<file path="config.mk">
export PLATFORM = sky130hd
export DESIGN_NAME = sba_core
export DESIGN_NICKNAME = d
export VERILOG_FILES = /design/src/sba_pkg.sv /design/src/sba_sub_alu.sv /design/src/sba_core.sv
export SDC_FILE = /design/constraint.sdc
export NUM_CORES = 1
export LEC_CHECK = 0
export BUFFER_PORTS_ARGS = -buffer_cell sky130_fd_sc_hd__buf_2
export CORE_MARGIN = 4
export CORE_UTILIZATION = 30
export CTS_CLUSTER_DIAMETER = 150
export DETAILED_ROUTE_END_ITERATION = 10
export GPL_ROUTABILITY_DRIVEN = 0
export PLACE_DENSITY_LB_ADDON = 0.15
export SLEW_MARGIN = 5
export SYNTH_ARGS = -nofsm -noshare
export SYNTH_HDL_FRONTEND = slang
export SYNTH_HIERARCHICAL = 1
export SYNTH_SLANG_ARGS = --single-unit
</file>
<file path="constraint.sdc">
create_clock -name clk_i -period 14.4 [get_ports clk_i]
set_input_delay 0.72 -clock clk_i [delete_from_list [all_inputs] [get_ports clk_i]]
set_output_delay 0.72 -clock clk_i [all_outputs]
set_load 0.005 [all_outputs]
</file>
<file path="src/sba_pkg.sv">
package sba_pkg;

   // ======================================================
   // instruction encodings
   localparam logic [5:0]  SUB_REG_PREFIX = 6'h15;
   localparam logic [7:0]  SUB_LIT_PREFIX = 8'h08;
   localparam logic [7:0]  INDEX_LIMIT    = 8'h5F;
   localparam logic [5:0]  SFR_BANK       = 6'h3F;
   localparam logic [5:0]  LOW_BANK       = 6'h00;

   // ======================================================
   // register map (byte addresses, low address byte)
   localparam logic [7:0]  CTRL_OFS       = 8'h00;
   localparam logic [7:0]  INSTR_OFS      = 8'h04;
   localparam logic [7:0]  ACC_OFS        = 8'h08;
   localparam logic [7:0]  STATUS_OFS     = 8'h0C;
   localparam logic [7:0]  BANK_SEL_OFS   = 8'h10;
   localparam logic [7:0]  INDEX_BASE_OFS = 8'h14;
   localparam logic [7:0]  LAST_ADDR_OFS  = 8'h18;
   localparam logic [7:0]  RAM_BASE_OFS   = 8'h80;

   // control register bits
   localparam int          CTRL_GO_BIT      = 0;
   localparam int          CTRL_EXT_BIT     = 1;
   localparam int          CTRL_BUSY_BIT    = 2;
   localparam int          CTRL_ILLEGAL_BIT = 3;

   // status bit positions, matching sba_flags_s
   localparam int          FLAG_C_BIT  = 0;
   localparam int          FLAG_DC_BIT = 1;
   localparam int          FLAG_Z_BIT  = 2;
   localparam int          FLAG_OV_BIT = 3;
   localparam int          FLAG_N_BIT  = 4;

   // ======================================================
   // reset values
   localparam logic [7:0]  ACC_RST        = 8'h00;
   localparam logic [15:0] INSTR_RST      = 16'h0000;
   localparam logic [5:0]  BANK_SEL_RST   = 6'h00;
   localparam logic [13:0] INDEX_BASE_RST = 14'h0000;

   // ======================================================
   // bus constants
   localparam logic        HRESP_OKAY = 1'b0;

   // ======================================================
   // types
   typedef enum logic [2:0] {
      ST_IDLE = 3'b000,
      ST_Q1   = 3'b001,
      ST_Q2   = 3'b010,
      ST_Q3   = 3'b011,
      ST_Q4   = 3'b100
   } sba_state_e;

   typedef enum logic [1:0] {
      OP_NONE    = 2'b00,
      OP_SUB_REG = 2'b01,
      OP_SUB_LIT = 2'b10
   } sba_op_e;

   typedef struct packed {
      logic n;
      logic ov;
      logic z;
      logic dc;
      logic c;
   } sba_flags_s;

   localparam sba_flags_s FLAGS_RST = 5'h00;

   typedef struct packed {
      sba_op_e    op;
      logic       to_reg;
      logic       bank_sel;
      logic [7:0] operand_byte;
   } sba_instr_s;

endpackage : sba_pkg

</file>
<file path="src/sba_sub_alu.sv">
module sba_sub_alu (
   // operands
   input  wire logic [7:0]         minuend_i,
   input  wire logic [7:0]         subtrahend_i,
   input  wire logic               borrow_i,
   // result
   output logic      [7:0]         result_o,
   output sba_pkg::sba_flags_s     flags_o
);

   logic [8:0] diff;
   logic [4:0] nib;

   // extra top bit catches the borrow out of each width
   assign diff = {1'b0, minuend_i} - {1'b0, subtrahend_i}
                 - {8'h00, borrow_i};
   assign nib  = {1'b0, minuend_i[3:0]} - {1'b0, subtrahend_i[3:0]}
                 - {4'h0, borrow_i};

   assign result_o   = diff[7:0];
   assign flags_o.c  = ~diff[8];
   assign flags_o.dc = ~nib[4];
   assign flags_o.z  = (diff[7:0] == 8'h00);
   assign flags_o.n  = diff[7];
   // signed wrap: operands differ in sign, result sign follows subtrahend
   assign flags_o.ov = (minuend_i[7] ^ subtrahend_i[7])
                       & (diff[7] ^ minuend_i[7]);

endmodule : sba_sub_alu

</file>
<file path="src/sba_core.sv">
// Functional notes
// - register subtract computes acc minus reg minus borrow
// - target bit clear writes result to accumulator
// - target bit set writes result to register
// - bank bit picks access bank or bank select
// - extended set indexes offsets at or below 5Fh
// - register subtract runs decode, read, process, write
// - literal subtract computes literal minus accumulator
// - literal subtract completes in four quarter phases
// - both update sign, wrap, carry, digit, zero
//
// Implementation choices: the address map and the AHB-Lite interface to the registers.
module sba_core #(
   parameter int DEPTH = 32
) (
   // clock and reset
   input  wire logic        clk_i,
   input  wire logic        reset_i,
   // ahb-lite slave
   input  wire logic        hsel_i,
   input  wire logic [31:0] haddr_i,
   input  wire logic [1:0]  htrans_i,
   input  wire logic        hwrite_i,
   input  wire logic [2:0]  hsize_i,
   input  wire logic [31:0] hwdata_i,
   input  wire logic        hready_i,
   output logic             hreadyout_o,
   output logic             hresp_o,
   output logic      [31:0] hrdata_o,
   // status
   output logic             busy_o
);

   localparam int IDXW = (DEPTH > 1) ? $clog2(DEPTH) : 1;

   // ======================================================
   // elaboration checks
   if (DEPTH < 2 || DEPTH > 32 || (DEPTH & (DEPTH - 1)) != 0) begin : g_bad
      $error("DEPTH must be a power of two from 2 to 32");
   end

   // ======================================================
   // functions
   function automatic logic reg_hit(input logic [7:0] a,
                                    input logic [7:0] ofs);
      return a == ofs;
   endfunction : reg_hit

   function automatic sba_pkg::sba_instr_s decode(input logic [15:0] w);
      sba_pkg::sba_instr_s d;
      d.op           = sba_pkg::OP_NONE;
      d.to_reg       = w[9];
      d.bank_sel     = w[8];
      d.operand_byte = w[7:0];
      if (w[15:10] == sba_pkg::SUB_REG_PREFIX) begin
         d.op = sba_pkg::OP_SUB_REG;
      end else if (w[15:8] == sba_pkg::SUB_LIT_PREFIX) begin
         d.op = sba_pkg::OP_SUB_LIT;
      end
      return d;
   endfunction : decode

   // ======================================================
   // state
   sba_pkg::sba_state_e  state;
   sba_pkg::sba_state_e  next_state;
   sba_pkg::sba_instr_s  dec;
   sba_pkg::sba_flags_s  flags;
   sba_pkg::sba_flags_s  res_flags;
   sba_pkg::sba_flags_s  alu_flags;
   logic [15:0]          instr;
   logic [7:0]           acc;
   logic [5:0]           bank_select_register;
   logic [13:0]          index_base;
   logic [13:0]          last_addr;
   logic                 ext_en;
   logic                 illegal;
   logic [7:0]           opnd;
   logic [7:0]           res;
   logic [7:0]           alu_res;
   logic [7:0]           ram [DEPTH];

   // bus data phase
   logic                 dp_valid;
   logic                 dp_write;
   logic                 dp_hi_zero;
   logic [7:0]           dp_addr;

   // ======================================================
   // bus decode
   wire        busy      = (state != sba_pkg::ST_IDLE);
   wire        accept    = hsel_i & htrans_i[1] & hready_i;
   wire        dp_go     = dp_valid & ~busy;
   wire        bus_wr    = dp_go & dp_write;
   wire        hit_ctrl  = dp_hi_zero & reg_hit(dp_addr, sba_pkg::CTRL_OFS);
   wire        hit_instr = dp_hi_zero & reg_hit(dp_addr, sba_pkg::INSTR_OFS);
   wire        hit_acc   = dp_hi_zero & reg_hit(dp_addr, sba_pkg::ACC_OFS);
   wire        hit_stat  = dp_hi_zero
                           & reg_hit(dp_addr, sba_pkg::STATUS_OFS);
   wire        hit_bank  = dp_hi_zero
                           & reg_hit(dp_addr, sba_pkg::BANK_SEL_OFS);
   wire        hit_base  = dp_hi_zero
                           & reg_hit(dp_addr, sba_pkg::INDEX_BASE_OFS);
   wire        hit_last  = dp_hi_zero
                           & reg_hit(dp_addr, sba_pkg::LAST_ADDR_OFS);
   wire [4:0]  ram_word  = dp_addr[6:2];
   wire        hit_ram   = dp_hi_zero & dp_addr[7] & (dp_addr[1:0] == 2'b00)
                           & ({27'h0, ram_word} < DEPTH);
   wire        start     = bus_wr & hit_ctrl & hwdata_i[sba_pkg::CTRL_GO_BIT];

   wire [31:0] ctrl_rd   = {28'h0, illegal, busy, ext_en, 1'b0};
   wire [31:0] rd_data   =
      hit_ctrl  ? ctrl_rd :
      hit_instr ? {16'h0, instr} :
      hit_acc   ? {24'h0, acc} :
      hit_stat  ? {27'h0, flags} :
      hit_bank  ? {26'h0, bank_select_register} :
      hit_base  ? {18'h0, index_base} :
      hit_last  ? {18'h0, last_addr} :
      hit_ram   ? {24'h0, ram[ram_word[IDXW-1:0]]} : 32'h0;

   // reads stall while an instruction cycle runs, so no torn values
   assign hreadyout_o = ~(dp_valid & busy);
   assign hresp_o     = sba_pkg::HRESP_OKAY;
   assign hrdata_o    = (dp_go & ~dp_write) ? rd_data : 32'h0;
   assign busy_o      = busy;

   always_ff @(posedge clk_i or posedge reset_i) begin
      if (reset_i) begin
         dp_valid   <= 1'b0;
         dp_write   <= 1'b0;
         dp_hi_zero <= 1'b0;
         dp_addr    <= 8'h00;
      end else if (hreadyout_o) begin
         dp_valid   <= accept;
         dp_write   <= hwrite_i;
         dp_hi_zero <= (haddr_i[31:8] == 24'h0);
         dp_addr    <= haddr_i[7:0];
      end
   end

   // ======================================================
   // operand addressing
   wire        use_index = ext_en & ~dec.bank_sel
                           & (dec.operand_byte <= sba_pkg::INDEX_LIMIT);
   wire [5:0]  acc_bank  = (dec.operand_byte <= sba_pkg::INDEX_LIMIT)
                           ? sba_pkg::LOW_BANK : sba_pkg::SFR_BANK;
   wire [13:0] op_addr   =
      dec.bank_sel ? {bank_select_register, dec.operand_byte} :
      use_index    ? index_base + {6'h00, dec.operand_byte} :
                     {acc_bank, dec.operand_byte};
   // storage only holds the low address bits: higher addresses alias
   wire [IDXW-1:0] op_idx = op_addr[IDXW-1:0];

   // ======================================================
   // arithmetic
   wire        is_reg   = (dec.op == sba_pkg::OP_SUB_REG);
   wire [7:0]  minuend  = is_reg ? acc : dec.operand_byte;
   wire [7:0]  subtrah  = is_reg ? opnd : acc;
   wire        borrow   = is_reg & ~flags.c;

   sba_sub_alu u_alu (
      .minuend_i    (minuend),
      .subtrahend_i (subtrah),
      .borrow_i     (borrow),
      .result_o     (alu_res),
      .flags_o      (alu_flags)
   );

   wire q4_reg  = (state == sba_pkg::ST_Q4) & is_reg;
   wire q4_live = (state == sba_pkg::ST_Q4) & (dec.op != sba_pkg::OP_NONE);
   wire acc_wr  = q4_live & ~(is_reg & dec.to_reg);
   wire ram_wr  = q4_reg & dec.to_reg;

   // ======================================================
   // quarter-phase sequencer
   wire sba_pkg::sba_instr_s dec_now = decode(instr);
   always_comb begin
      case (state)
         sba_pkg::ST_IDLE: next_state = start ? sba_pkg::ST_Q1
                                              : sba_pkg::ST_IDLE;
         sba_pkg::ST_Q1:   next_state = sba_pkg::ST_Q2;
         sba_pkg::ST_Q2:   next_state = sba_pkg::ST_Q3;
         sba_pkg::ST_Q3:   next_state = sba_pkg::ST_Q4;
         sba_pkg::ST_Q4:   next_state = sba_pkg::ST_IDLE;
         default:          next_state = sba_pkg::ST_IDLE;
      endcase
   end

   always_ff @(posedge clk_i or posedge reset_i) begin
      if (reset_i) begin
         state     <= sba_pkg::ST_IDLE;
         dec       <= '0;
         opnd      <= 8'h00;
         res       <= 8'h00;
         res_flags <= sba_pkg::FLAGS_RST;
         last_addr <= 14'h0000;
         illegal   <= 1'b0;
      end else begin
         state <= next_state;
         if (start) begin
            illegal <= 1'b0;
         end
         if (state == sba_pkg::ST_Q1) begin
            dec     <= dec_now;
            illegal <= (dec_now.op == sba_pkg::OP_NONE);
         end
         if (state == sba_pkg::ST_Q2 && is_reg) begin
            opnd      <= ram[op_idx];
            last_addr <= op_addr;
         end
         if (state == sba_pkg::ST_Q3) begin
            res       <= alu_res;
            res_flags <= alu_flags;
         end
      end
   end

   // ======================================================
   // architectural registers
   always_ff @(posedge clk_i or posedge reset_i) begin
      if (reset_i) begin
         acc                  <= sba_pkg::ACC_RST;
         flags                <= sba_pkg::FLAGS_RST;
         instr                <= sba_pkg::INSTR_RST;
         bank_select_register <= sba_pkg::BANK_SEL_RST;
         index_base           <= sba_pkg::INDEX_BASE_RST;
         ext_en               <= 1'b0;
      end else begin
         if (acc_wr) begin
            acc <= res;
         end else if (bus_wr && hit_acc) begin
            acc <= hwdata_i[7:0];
         end
         if (q4_live) begin
            flags <= res_flags;
         end else if (bus_wr && hit_stat) begin
            flags <= hwdata_i[4:0];
         end
         if (bus_wr && hit_instr) begin
            instr <= hwdata_i[15:0];
         end
         if (bus_wr && hit_bank) begin
            bank_select_register <= hwdata_i[5:0];
         end
         if (bus_wr && hit_base) begin
            index_base <= hwdata_i[13:0];
         end
         if (bus_wr && hit_ctrl) begin
            ext_en <= hwdata_i[sba_pkg::CTRL_EXT_BIT];
         end
      end
   end

   // bus and core never write storage together: the bus stalls while busy
   for (genvar i = 0; i < DEPTH; i++) begin : g_ram
      always_ff @(posedge clk_i or posedge reset_i) begin
         if (reset_i) begin
            ram[i] <= 8'h00;
         end else if (ram_wr && op_idx == IDXW'(i)) begin
            ram[i] <= res;
         end else if (bus_wr && hit_ram
                      && ram_word[IDXW-1:0] == IDXW'(i)) begin
            ram[i] <= hwdata_i[7:0];
         end
      end
   end

   wire [7:0] exp_reg = acc - opnd - {7'h00, ~flags.c};
   wire       in_q3   = (state == sba_pkg::ST_Q3);
endmodule : sba_core

</file>
==> results by group <==
Setup path
  • Crit path kind: flip-flop to primary output
  • Worst setup SP type: flip-flop
  • Required @ worst endpoint: 13,680 ps
  • Critical-path cell list: buf_4 > buf_4 > mux4_2 > mux4_2 > mux2i_1 > nor2_1 > a2111oi_0 > a21o_1 > a21oi_1 > buf_2
  • CP arrival: 4960 ps
  • Worst path max stage delay: 680 ps
  • Critical path origin: dp_addr[3]
  • Slowest-stage cell, CP: buf_4
  • CP max FO: 37
  • Reg2reg start: state[1]
  • CP bufs+invs: 3
  • Setup crit end kind: primary output
  • Delay-heaviest family, CP: buffers and inverters

Timing
  • Endpoints failing setup: 0
  • Max-Slew Margin vs Limit: 0.142
  • Worst Max-Slew Pin Slew: 1280 ps
  • Final period utilization: 0.395
  • Setup TNS: 0 ps
  • Final min period: 5680 ps
  • Final hold slack: 283 ps
  • FMAX: 176 MHz
  • RSZ-0062 raised after global routing: no
  • Final Max Tran Viols: 0
  • Clock Skews: 27.8 ps
  • Fin. Hold Viols: 0

Synth
  • Post-synth EDFFs: 0
  • Top cells by count, synth: 368 x dfrtp_1, 229 x nand2_1, 205 x o21ai_0
  • Count leader, synth: dfrtp_1
  • Synth top area cells: dfrtp_1 41%, mux2i_1 8.7%, mux4_2 7.2%
  • Synth Register Bits: 368
  • Ys flop type: dfrtp_1
  • Post-Syn Area: 0.0225 mm^2
  • Post-synthesis cell count: 2,249
  • Avg Cell Area, Syn: 10.0 um^2
  • Count of different cell masters after synthesis: 82
  • Cell taking the most area after synthesis: dfrtp_1
  • Async SR Flop Fraction: 1.00
  • Register area share after synthesis: 0.409
  • Synth top area share: 0.409
  • Yosys warns: 6

Route
  • Iteration-0 DRC Markers: 1,658
  • Drt via density: 5.82
  • Final wirelength: 90.3 mm
  • # DRC: 0
  • ANT nets after route: 0
  • Pre-antenna DRT Iters: 5
  • Routed wire per std cell: 27.9 um
  • DR vias: 18,847

CTS
  • # resized after CTS: 0
  • Clock buffer count from CTS: 44
  • Clock transition at path regs: 60 ps
  • CTS tree: done
  • Cts hold-fix bufs: 0
  • Root Buffer: clkbuf_16
  • Setup Fix Bufs, Post-CTS: 0
  • Skew-Pair Late Insertion Delay: 590 ps
  • CTS Sinks: 368
  • H-tree depth: 2
  • CTS Buffer Depth: 3

GRT
  • Total track usage: 0.225
  • First-pass GRT wire length: 132 mm
  • Initial antenna violation count: 1
  • Vias in the first global route: 18,591
  • Largest net degree at the start of global routing: 116
  • Total grt overflow: 0

Finish
  • Layout area overhead: 12.0%
  • Fillers: 7,522
  • Antenna Cells: 0
  • Post-layout net count: 2,338
  • Layout cells sized above 1: 0.177

Pwr
  • Pwr dens: 92.3 mW/mm^2
  • VDD IR max: 0.0828 mV
  • Pleak: 9.86 nW
  • Tot Pwr: 0.00233 W

Min path
  • Hold Crit Class: primary input to async pin

Die
  • Die area: 0.0794 mm^2
  • Initial Util: 0.302
  • I/O pins: 109
  • Die W: 282 um
  • Chip height: 282 um
  • Rows: 100
  • CORE AREA: 0.0744 mm^2

Placed design
  • Post-DP HPWL: 57.9 mm
  • Port bufs: 71

Job
  • Max-cap violations: 0

Outcome
  • Status: finished, final reports clean
## placed cells by master (no fill, tap or decap), drive strengths merged, types with 74 or more instances in the layout
cell and n:
dfrtp 368, nand2 231, o21ai 207, mux2i 195, nor2 159, buf 134
a21oi 125, a22oi 95, a22o 85, mux2 74
## path summary, 6_finish.rpt
path	endpoint	slack, ps	cells after the start
min in group clk_i	instr[15]	370	2
worst max register to register	ram[163]	9660	7
worst min-delay path	ram[246]	280	2
worst min register to register	res_flags[2]	480	2
max in group asynchronous	dp_addr[2]	11810	4
worst max-delay path	hrdata_o[1]	8720	10
## stage by stage
step	utilization	setup WS [ps]	cell area [um^2]	std cells
finish	0.338	8720	25200	3240
global route	0.338	8480	25200	3240
global placement	0.319	9340	23800	3162
CTS	0.338	8740	25200	3240
detailed placement	0.319	9360	23800	3162
floorplan	-	3460	22600	2265
## power by group
part	switching [W]	internal [W]
Clock	0.000483	0.000663
Combinational	0.0000952	0.0000451
Sequential	0.00000370	0.00104
## sequential cells by signal, indices dropped and copies added (netlist names), 6 cells and up
signal / flops
res: 8
last_addr: 14
dp_addr: 8
opnd: 8
ram: 256
acc: 8
dec: 12
instr: 16
bank_select_register: 6
index_base: 14
## worst register-to-register path: cells and delay by family, from the launching register on
kind            cells  cell delay, ps
simple gates        6            3860
flops               1             460
compound gates      1             300
## layer usage
metal,GRT usage,share of wire,vias up
met5,0,0.00014,-
met4,0.0998,0.049,2
met3,0.0359,0.058,174
met2,0.364,0.47,712
met1,0.298,0.43,9622
li1,-,-,8337
## kinds of logic after synthesis
family	after synthesis	share of synthesized area
AND/OR/NAND/NOR	566	0.122
XOR/XNOR	19	0.00740
multiplexers	341	0.196
other	1	0.000167
buffers and inverters	238	0.0458
adder cells (fa/ha/maj)	25	0.0149
AO/OA/AOI/OAI	691	0.204
flip-flops	368	0.409
## cell type report
class	instances	area, um^2	share of cell area
timing repair buffer	134	828	0.0329
tap	969	1210	0.0481
clock inverter	11	128	0.00506
clock buffer	67	1310	0.0520
multi-input combinational	1659	12400	0.491
inverter	32	128	0.00506
sequential	368	9220	0.366
(Power assumes the default switching activity.)
